[config.mk]
export PLATFORM = sky130hd
export DESIGN_NAME = esg_top
export DESIGN_NICKNAME = d
export VERILOG_FILES = /design/src/esg_pkg.sv /design/src/esg_top.sv /design/src/esg_step_edge.sv
export VERILOG_INCLUDE_DIRS = /design/src /design/src/src
export SDC_FILE = /design/constraint.sdc
export NUM_CORES = 1
export LEC_CHECK = 0
export BUFFER_PORTS_ARGS = -buffer_cell sky130_fd_sc_hd__buf_2
export CORE_AREA = 4 4 211 295
export DETAILED_ROUTE_END_ITERATION = 10
export DIE_AREA = 0 0 215 299
export GPL_ROUTABILITY_DRIVEN = 0
export GPL_TIMING_DRIVEN = 1
export PLACE_DENSITY = 0.67
export RECOVER_POWER = 100
export SLEW_MARGIN = 40
export SYNTH_ARGS = -nofsm -noshare
export SYNTH_HDL_FRONTEND = slang
export SYNTH_SLANG_ARGS = --single-unit
[constraint.sdc]
create_clock -name sys_clk -period 9.82 [get_ports sys_clk]
set_input_delay 0.491 -clock sys_clk [delete_from_list [all_inputs] [get_ports sys_clk]]
set_output_delay 0.491 -clock sys_clk [all_outputs]
set_load 0.02 [all_outputs]
[src/esg_consts.svh]
`ifndef ESG_CONSTS_SVH
`define ESG_CONSTS_SVH

// register indices; byte address is four times the index
`define ESG_IDX_GENERAL_CONFIG  8'h00
`define ESG_IDX_GEARING_FACTOR  8'h12
`define ESG_IDX_START_VELOCITY  8'h25
`define ESG_IDX_START_ACCEL     8'h2A
`define ESG_IDX_ACTUAL_POSITION 8'h40
`define ESG_IDX_TARGET_POSITION 8'h41
`define ESG_IDX_RAMP_VELOCITY   8'h42
`define ESG_IDX_RAMP_ACCEL      8'h43
`define ESG_IDX_STATUS          8'h44

// general_config fields
`define ESG_CFG_MODE_LSB        6
`define ESG_CFG_MODE_MSB        7
`define ESG_CFG_POL_DIR         8
`define ESG_CFG_INDIRECT        9
`define ESG_CFG_HANDOVER        26
`define ESG_CFG_RESET           32'h0000_0000

// step input modes
`define ESG_MODE_OFF            2'h0
`define ESG_MODE_RISE           2'h1
`define ESG_MODE_FALL           2'h2
`define ESG_MODE_BOTH           2'h3

// gearing: 8 integer bits, 24 fraction bits
`define ESG_FRAC_W              24
`define ESG_ACC_SIGN            31

// acceleration applied when the divider reaches this value, once per 1024 cycles
`define ESG_ACC_DIV_MAX         10'h3FF

`define ESG_WORD_RESET          32'h0000_0000
`define ESG_TABLE_W             10
`define ESG_ADR_W               10

`endif

[src/esg_pkg.sv]
`include "esg_consts.svh"

package esg_pkg;

    typedef struct packed {
        logic                  cyc;
        logic                  stb;
        logic                  we;
        logic [`ESG_ADR_W-1:0] adr;
        logic [3:0]            sel;
        logic [31:0]           dat;
    } esg_wb_req_s;

    typedef enum logic [1:0] {
        ESG_CTRL_INTERNAL,
        ESG_CTRL_DIRECT,
        ESG_CTRL_INDIRECT
    } esg_ctrl_e;

endpackage

[src/esg_top.sv]
`timescale 1ns/100ps
`default_nettype none
`include "esg_consts.svh"

module esg_top (
    input  wire logic                  sys_clk,
    input  wire logic                  arst_n,
    input  wire esg_pkg::esg_wb_req_s  wb_req,
    output logic                       wb_ack_o,
    output logic [31:0]                wb_dat_o,
    input  wire logic                  step_input_pin,
    input  wire logic                  direction_input_pin,
    output logic                       step_output_pin,
    output logic [`ESG_TABLE_W-1:0]    sine_table_pos
);
    import esg_pkg::*;

    logic [31:0]               cfg_r, cfg_nxt;
    logic signed [31:0]        gear_r, gear_nxt;
    logic signed [31:0]        start_velocity_r, start_velocity_nxt;
    logic [31:0]               start_acceleration_r, start_acceleration_nxt;
    logic signed [31:0]        apos_r, apos_nxt;
    logic signed [31:0]        tpos_r, tpos_nxt;
    logic signed [31:0]        rvel_r, rvel_nxt;
    logic signed [31:0]        racc_r, racc_nxt;
    logic [`ESG_FRAC_W-1:0]    frac_r, frac_nxt;
    logic [31:0]               phase_r, phase_nxt;
    logic                      last_dir_r, last_dir_nxt;
    esg_ctrl_e                 prev_ctrl_r, prev_ctrl_nxt;
    logic [9:0]                div_r, div_nxt;
    logic                      step_out_r, step_out_nxt;
    logic [`ESG_TABLE_W-1:0]   table_r, table_nxt;
    logic                      ack_r, ack_nxt;
    logic [31:0]               dat_r, dat_nxt;

    logic [1:0]                mode;
    esg_ctrl_e                 ctrl;
    logic                      step_event;
    logic                      pos_in;
    logic signed [32:0]        gear_ext, delta, sum;
    logic signed [8:0]         ovf;
    logic signed [31:0]        ovf_w;
    logic signed [31:0]        vel_learned;
    logic signed [31:0]        acc_start;
    logic [31:0]               vel_mag;
    logic [32:0]               psum;
    logic                      tick;
    logic [7:0]                idx;
    logic                      wr_go, handover_go;

    function automatic logic [31:0] merge(input logic [31:0] old_v,
                                          input logic [31:0] new_v,
                                          input logic [3:0]  sel);
        logic [31:0] m;
        m = old_v;
        for (int b = 0; b < 4; b++) begin
            if (sel[b]) begin
                m[b*8 +: 8] = new_v[b*8 +: 8];
            end
        end
        return m;
    endfunction

    esg_step_edge esg_step_edge_inst (
        .sys_clk        (sys_clk),
        .arst_n         (arst_n),
        .step_input_pin (step_input_pin),
        .mode           (mode),
        .step_event     (step_event)
    );
    assign mode = cfg_r[`ESG_CFG_MODE_MSB:`ESG_CFG_MODE_LSB];
    assign idx  = wb_req.adr[`ESG_ADR_W-1:2];
    // write lands on the edge where the master sees ack
    assign wr_go = wb_req.cyc & wb_req.stb & wb_req.we & ack_r;

    assign ctrl = (mode == `ESG_MODE_OFF) ? ESG_CTRL_INTERNAL :
                  cfg_r[`ESG_CFG_INDIRECT] ? ESG_CTRL_INDIRECT : ESG_CTRL_DIRECT;

    assign pos_in   = direction_input_pin ^ cfg_r[`ESG_CFG_POL_DIR];
    assign gear_ext = {gear_r[31], gear_r};
    assign delta    = pos_in ? gear_ext : -gear_ext;
    assign sum      = $signed({9'h000, frac_r}) + delta;
    assign ovf      = sum[32:`ESG_FRAC_W];
    assign ovf_w    = {{23{ovf[8]}}, ovf};

    assign vel_learned = last_dir_r ? start_velocity_r : -start_velocity_r;
    assign acc_start   = start_acceleration_r[`ESG_ACC_SIGN] ? -$signed({1'b0, start_acceleration_r[30:0]})
                                                 : $signed({1'b0, start_acceleration_r[30:0]});
    assign vel_mag     = rvel_r[31] ? 32'(-rvel_r) : 32'(rvel_r);
    assign psum        = {1'b0, phase_r} + {1'b0, vel_mag};
    assign tick        = (div_r == `ESG_ACC_DIV_MAX);
    assign handover_go = (ctrl == ESG_CTRL_INTERNAL) && (prev_ctrl_r == ESG_CTRL_DIRECT)
                         && cfg_r[`ESG_CFG_HANDOVER];

    always_comb begin
        cfg_nxt       = cfg_r;
        gear_nxt      = gear_r;
        start_velocity_nxt    = start_velocity_r;
        start_acceleration_nxt    = start_acceleration_r;
        apos_nxt      = apos_r;
        tpos_nxt      = tpos_r;
        rvel_nxt      = rvel_r;
        racc_nxt      = racc_r;
        frac_nxt      = frac_r;
        phase_nxt     = phase_r;
        last_dir_nxt  = last_dir_r;
        prev_ctrl_nxt = ctrl;
        div_nxt       = div_r + 10'h001;
        step_out_nxt  = 1'b0;

        if (step_event && ctrl != ESG_CTRL_INTERNAL) begin
            frac_nxt = sum[`ESG_FRAC_W-1:0];
            if (ovf != 9'sh000) begin
                last_dir_nxt = ~ovf[8];
            end
        end

        unique case (ctrl)
            ESG_CTRL_DIRECT: begin
                rvel_nxt = cfg_r[`ESG_CFG_HANDOVER] ? vel_learned : 32'sh0000_0000;
                racc_nxt = 32'sh0000_0000;
                if (step_event) begin
                    apos_nxt = apos_r + ovf_w;
                end
                // phase restarts at each external step that overflows into a whole position count
                if (step_event && ovf != 9'sh000) begin
                    phase_nxt = 32'h0000_0000;
                end else if (cfg_r[`ESG_CFG_HANDOVER]) begin
                    phase_nxt = psum[31:0];
                end
                // no internal steps while external drives
                step_out_nxt = 1'b0;
            end
            ESG_CTRL_INDIRECT: begin
                // overflows move target by their whole signed count
                if (step_event) begin
                    tpos_nxt = tpos_r + ovf_w;
                end
                rvel_nxt = (tpos_r > apos_r) ? start_velocity_r :
                           (tpos_r < apos_r) ? -start_velocity_r : 32'sh0000_0000;
                racc_nxt = 32'sh0000_0000;
                // only the ramp stepper moves position
                phase_nxt = psum[31:0];
                if (psum[32] && apos_r != tpos_r) begin
                    apos_nxt     = rvel_r[31] ? apos_r - 32'sh1 : apos_r + 32'sh1;
                    step_out_nxt = 1'b1;
                end
            end
            ESG_CTRL_INTERNAL: begin
                if (handover_go) begin
                    rvel_nxt = vel_learned;
                    racc_nxt = acc_start;
                end else if (tick) begin
                    rvel_nxt = rvel_r + racc_r;
                end
                phase_nxt = psum[31:0];
                if (psum[32]) begin
                    apos_nxt     = rvel_r[31] ? apos_r - 32'sh1 : apos_r + 32'sh1;
                    step_out_nxt = 1'b1;
                end
            end
        endcase

        // software writes win over internal updates
        if (wr_go) begin
            unique case (idx)
                `ESG_IDX_GENERAL_CONFIG:  cfg_nxt    = merge(cfg_r, wb_req.dat, wb_req.sel);
                `ESG_IDX_GEARING_FACTOR:  gear_nxt   = merge(gear_r, wb_req.dat, wb_req.sel);
                `ESG_IDX_START_VELOCITY:  start_velocity_nxt = merge(start_velocity_r, wb_req.dat, wb_req.sel);
                `ESG_IDX_START_ACCEL:     start_acceleration_nxt = merge(start_acceleration_r, wb_req.dat, wb_req.sel);
                `ESG_IDX_ACTUAL_POSITION: apos_nxt   = merge(apos_r, wb_req.dat, wb_req.sel);
                `ESG_IDX_TARGET_POSITION: tpos_nxt   = merge(tpos_r, wb_req.dat, wb_req.sel);
                default: ;
            endcase
        end
        table_nxt = apos_nxt[`ESG_TABLE_W-1:0];
    end

    always_ff @(posedge sys_clk or negedge arst_n) begin
        if (!arst_n) begin
            cfg_r       <= `ESG_CFG_RESET;
            gear_r      <= `ESG_WORD_RESET;
            start_velocity_r    <= `ESG_WORD_RESET;
            start_acceleration_r    <= `ESG_WORD_RESET;
            apos_r      <= `ESG_WORD_RESET;
            tpos_r      <= `ESG_WORD_RESET;
            rvel_r      <= `ESG_WORD_RESET;
            racc_r      <= `ESG_WORD_RESET;
            frac_r      <= '0;
            phase_r     <= `ESG_WORD_RESET;
            last_dir_r  <= 1'b1;
            prev_ctrl_r <= ESG_CTRL_INTERNAL;
            div_r       <= '0;
            step_out_r  <= 1'b0;
            table_r     <= '0;
        end else begin
            cfg_r       <= cfg_nxt;
            gear_r      <= gear_nxt;
            start_velocity_r    <= start_velocity_nxt;
            start_acceleration_r    <= start_acceleration_nxt;
            apos_r      <= apos_nxt;
            tpos_r      <= tpos_nxt;
            rvel_r      <= rvel_nxt;
            racc_r      <= racc_nxt;
            frac_r      <= frac_nxt;
            phase_r     <= phase_nxt;
            last_dir_r  <= last_dir_nxt;
            prev_ctrl_r <= prev_ctrl_nxt;
            div_r       <= div_nxt;
            step_out_r  <= step_out_nxt;
            table_r     <= table_nxt;
        end
    end

    // single wait state; unmapped reads return zero
    always_comb begin
        ack_nxt = wb_req.cyc & wb_req.stb & ~ack_r;
        dat_nxt = dat_r;
        if (ack_nxt) begin
            unique case (idx)
                `ESG_IDX_GENERAL_CONFIG:  dat_nxt = cfg_r;
                `ESG_IDX_GEARING_FACTOR:  dat_nxt = gear_r;
                `ESG_IDX_START_VELOCITY:  dat_nxt = start_velocity_r;
                `ESG_IDX_START_ACCEL:     dat_nxt = start_acceleration_r;
                `ESG_IDX_ACTUAL_POSITION: dat_nxt = apos_r;
                `ESG_IDX_TARGET_POSITION: dat_nxt = tpos_r;
                `ESG_IDX_RAMP_VELOCITY:   dat_nxt = rvel_r;
                `ESG_IDX_RAMP_ACCEL:      dat_nxt = racc_r;
                `ESG_IDX_STATUS:          dat_nxt = {29'h0000_0000, last_dir_r, 2'(ctrl)};
                default:                  dat_nxt = `ESG_WORD_RESET;
            endcase
        end
    end
    always_ff @(posedge sys_clk or negedge arst_n) begin
        if (!arst_n) begin
            ack_r <= 1'b0;
            dat_r <= `ESG_WORD_RESET;
        end else begin
            ack_r <= ack_nxt;
            dat_r <= dat_nxt;
        end
    end
    assign wb_ack_o        = ack_r;
    assign wb_dat_o        = dat_r;
    assign step_output_pin = step_out_r;
    assign sine_table_pos  = table_r;
    wire logic wr_apos = wr_go && idx == `ESG_IDX_ACTUAL_POSITION;
    wire logic wr_tpos = wr_go && idx == `ESG_IDX_TARGET_POSITION;
endmodule

`default_nettype wire

[src/esg_step_edge.sv]
`timescale 1ns/100ps
`default_nettype none
`include "esg_consts.svh"

module esg_step_edge (
    input  wire logic       sys_clk,
    input  wire logic       arst_n,
    input  wire logic       step_input_pin,
    input  wire logic [1:0] mode,
    output logic            step_event
);
    logic prev_r;
    logic prev_nxt;

    always_comb begin
        prev_nxt = step_input_pin;
        unique case (mode)
            `ESG_MODE_RISE: step_event = step_input_pin & ~prev_r;
            `ESG_MODE_FALL: step_event = ~step_input_pin & prev_r;
            `ESG_MODE_BOTH: step_event = step_input_pin ^ prev_r;
            `ESG_MODE_OFF:  step_event = 1'b0;
        endcase
    end

    always_ff @(posedge sys_clk or negedge arst_n) begin
        if (!arst_n) begin
            prev_r <= 1'b0;
        end else begin
            prev_r <= prev_nxt;
        end
    end
endmodule

`default_nettype wire

==> PnR_summary.wiki <==
{| class="wikitable"
! Metric !! Value
|-
| Ports placed on the boundary || 97
|-
| Final Max Tran Viols || 593
|-
| VDD IR max || 113 uV
|-
| Most numerous cell in the Yosys netlist || sky130_fd_sc_hd__dfrtp_1
|-
| First-pass detailed-route iteration total || 6
|-
| Capturing element type of the critical path || flip-flop
|-
| Ranking of synthesized cells by area || sky130_fd_sc_hd__dfrtp_1, sky130_fd_sc_hd__ha_1, sky130_fd_sc_hd__mux2_2
|-
| Count of final setup violators || 0
|-
| Core area || 59500 sq um
|-
| Overflow left after global routing || 0
|-
| Wire length of the first global-routing pass || 144 mm
|-
| Total via count after detailed routing || 26700
|-
| Initial Util || 49.5%
|-
| Filler-free cell count of the finished design || 4194
|-
| Layout overhead on the synthesized area || 7.95%
|-
| Depth of the most critical reg-to-reg path || 27
|-
| Total instance count after detailed placement || 4123
|-
| CTS resizes || 0
|-
| Clock sink count || 360
|-
| Number of antenna violations at the first check in global routing || 2
|-
| Startpoint-to-endpoint class of the critical path || flip-flop to flip-flop
|-
| Met2 routed wirelength || 43.7 mm
|-
| WP data required || 10.27 ns
|-
| Cells after Synth || 3407
|-
| Hold violation total from the final report || 0
|-
| Fraction of layout cells with a size suffix above 1 || 9.46%
|-
| Pin slew with the least headroom to its limit || 4.82 ns
|-
| Signal arrival time at the worst endpoint || 8.77 ns
|-
| IO buf count || 94
|-
| Crit path max-delay cell type || sky130_fd_sc_hd__xnor2_1
|-
| Outcome || complete, but fails checks
|-
| Number of fill cells in the layout || 5571
|-
| # nets final || 3693
|-
| Sequential fraction of the synthesis area || 30.6%
|-
| Clock insertion delay at the later pin of the skew report || 0.58 ns
|-
| Post-layout minimum cycle time || 8.32 ns
|-
| Sequential cell area in the final layout || 9010 sq um
|-
| Core Util, Final || 53.4%
|-
| Worst relative slew slack || -221%
|-
| Final setup skew || 0.0209 ns
|-
| List of most frequent post-synthesis cells || sky130_fd_sc_hd__dfrtp_1, sky130_fd_sc_hd__nor2_1, sky130_fd_sc_hd__a21oi_1
|-
| Number of warning messages in the yosys log || 0
|-
| Number of buffers on the longest clock path || 3
|-
| Standby leakage power || 14.9 nW
|-
| Area share of the largest cell type after synthesis || 30.5%
|-
| Number of enable-type register cells in the synthesized netlist || 0
|-
| Floorplan row count || 106
|-
| Detail-routed via count per cell || 6.36
|-
| Reg-to-reg startpoint || gear_r[2]
|-
| Half-perimeter wire length after placement || 70.1 mm
|-
| Worst Hold Class || input pin to flip-flop
|-
| Share of the clock period used by the worst path || 84.7%
|-
| Global routing usage summed across all routing layers || 27.8%
|-
| Area enclosed by the die boundary || 64300 sq um
|-
| H-tree Lvls || 2
|-
| Highest attainable clock frequency || 120 MHz
|-
| Maximum net fanout on the critical path || 7
|-
| Post-synthesis area per instance || 8.65 sq um
|-
| Antenna-violating nets left || 0
|-
| Mapped Area || 29500 sq um
|-
| Wire length on met3 || 5.35 mm
|-
| End of the worst register-to-register path || apos_r[26]
|-
| Setup repair after global routing missed its margin || no
|-
| Clock-pin slew on the worst setup and hold paths || 0.07 ns
|-
| Max-cap check violation count || 11
|-
| DRT iter0 DRCs || 1968
|-
| Die width || 215 um
|-
| Failing checks || capacitance limit, slew limit
|-
| Detail-routed net length per standard cell || 22.0 um
|-
| Delay of the slowest cell on the worst path || 0.54 ns
|-
| Clock tree from TritonCTS || yes
|-
| Hold Path Depth || 1
|-
| Slack of the worst reg-to-reg path || 1.50 ns
|-
| Maximum number of pins on one net before global-route repair || 85
|-
| Top Metal Used || met5
|-
| Routed metal-1 wirelength || 38.4 mm
|-
| CP Launch Type || flip-flop
|-
| Biggest area consumer among synthesized cells || sky130_fd_sc_hd__dfrtp_1
|-
| Num CTS Buffers || 39
|-
| Vertical die dimension || 299 um
|-
| P per Cell Area || 160 nW/um^2
|-
| Area occupied by multi-input gates || 19400 sq um
|-
| Vias in the first global route || 25900
|-
| Share of synthesized registers carrying an async set or reset || 100%
|-
| Min-Delay Endpoint || esg_step_edge_inst.prev_r
|-
| Post-detailed-route DRC marker count || 0
|-
| Main flop type after synthesis || sky130_fd_sc_hd__dfrtp_1
|-
| Total nets after synthesis || 3689
|-
| Sum of internal, switching and leakage power || 5.07 mW
|-
| # hold bufs at CTS || 1
|-
| Total routed wirelength || 92.1 mm
|-
| Cell at the root of the clock tree || sky130_fd_sc_hd__clkbuf_16
|-
| Number of buffers added for setup after CTS || 0
|-
| Setup_tns || 0 ns
|-
| Post-synthesis sequential element count || 360
|-
| Post-synth cell types || 87
|-
| Launch instance of the worst min-delay path || step_input_pin
|}
## layout by cell type (no fill, tap or decap), types with 48 or more instances in the layout
cell type                  instances
sky130_fd_sc_hd__a211oi_1         73
sky130_fd_sc_hd__nand2_1         245
sky130_fd_sc_hd__clkbuf_1         68
sky130_fd_sc_hd__ha_1            223
sky130_fd_sc_hd__o21ai_0         196
sky130_fd_sc_hd__nand3_1          52
sky130_fd_sc_hd__a22oi_1          96
sky130_fd_sc_hd__a21o_1           93
sky130_fd_sc_hd__a21oi_1         276
sky130_fd_sc_hd__xnor2_1         165
sky130_fd_sc_hd__xor2_1          116
sky130_fd_sc_hd__nor3_1           65
sky130_fd_sc_hd__buf_2            48
sky130_fd_sc_hd__mux2_2          135
sky130_fd_sc_hd__inv_1           105
sky130_fd_sc_hd__a31oi_1          63
sky130_fd_sc_hd__dfrtp_1         357
sky130_fd_sc_hd__nor2_1          306
## per-stage QoR
stage	instance area, sq um	hold WS [ns]	setup slack (ns)
after floorplan	29500	0.195	2.61
after global placement	30600	0.457	1.56
final	31800	0.0579	1.50
after CTS	31900	0.0276	1.41
after global routing	31800	0.0521	0.374
after detailed placement	30600	0.462	1.50
## sequential cells by signal, indices dropped and copies added, names as in the netlist
name and cells:
apos_r 32, cfg_r 32, gear_r 32, phase_r 32, racc_r 32, rvel_r 32
start_acceleration_r 32, start_velocity_r 32, tpos_r 32, wb_dat_o 32, frac_r 24, div_r 10
prev_ctrl_r 2, esg_step_edge_inst.prev_r 1, last_dir_r 1, step_output_pin 1, wb_ack_o 1
## power breakdown
| group | internal [mW] | switching (mW) | total, mW |
|---|---|---|---|
| logic | 0.691 | 0.959 | 1.65 |
| clock network | 0.935 | 0.648 | 1.58 |
| registers | 1.62 | 0.223 | 1.84 |
## how the worst max path moves through the flow
stage                        start          to  depth (start not counted)
6_report                 gear_r[2]  apos_r[26]                         27
3_3_place_gp             gear_r[2]  apos_r[26]                         27
5_1_grt                     arst_n  gear_r[25]                          4
4_1_cts                  gear_r[2]  apos_r[26]                         27
3_5_place_dp             gear_r[2]  apos_r[26]                         27
2_1_floorplan  direction_input_pin  tpos_r[31]                         24
## cell families (layout without fill, tap and decap cells)
| logic type | Yosys count | after routing | share of synthesized area, % |
|---|---|---|---|
| AO/OA/AOI/OAI | 1158 | 1158 | 26.2 |
| XOR/XNOR | 284 | 284 | 8.49 |
| adder cells (fa/ha/maj) | 229 | 229 | 9.88 |
| buffers and inverters | 285 | 315 | 3.83 |
| flip-flops | 360 | 360 | 30.6 |
| multiplexers | 158 | 158 | 5.94 |
| other | 0 | 1 | 0 |
| AND/OR/NAND/NOR | 933 | 933 | 15.1 |
## metal layers
| layer | vias to the layer above | GRT usage (%) |
|---|---|---|
| met2 | 849 | 47.2 |
| met4 | 2 | 12.6 |
| li1 | 12700 | - |
| met3 | 177 | 3.31 |
| met1 | 12900 | 35.7 |
| met5 | - | 0 |
## worst max-delay path: cells and delay by family (launching register included)
kind / cells / cell delay [ns]
AOI/OAI and AO/OA: 14 / 4.04
xor gates and xnor gates: 2 / 0.66
adders and majority gates: 2 / 0.71
DFF: 1 / 0.47
and+or+nand+nor: 9 / 2.33
## area by class of cell
cell class / count / area share [%]
inverters: 105 / 1.24
clock inverters: 13 / 0.673
diodes: 1 / 0.00787
flip-flops and latches: 360 / 28.3
multi-input cells: 2762 / 60.9
clock buffers: 54 / 3.54
repair buffers: 143 / 2.34
well taps: 756 / 2.97
(Power assumes the default switching activity.)
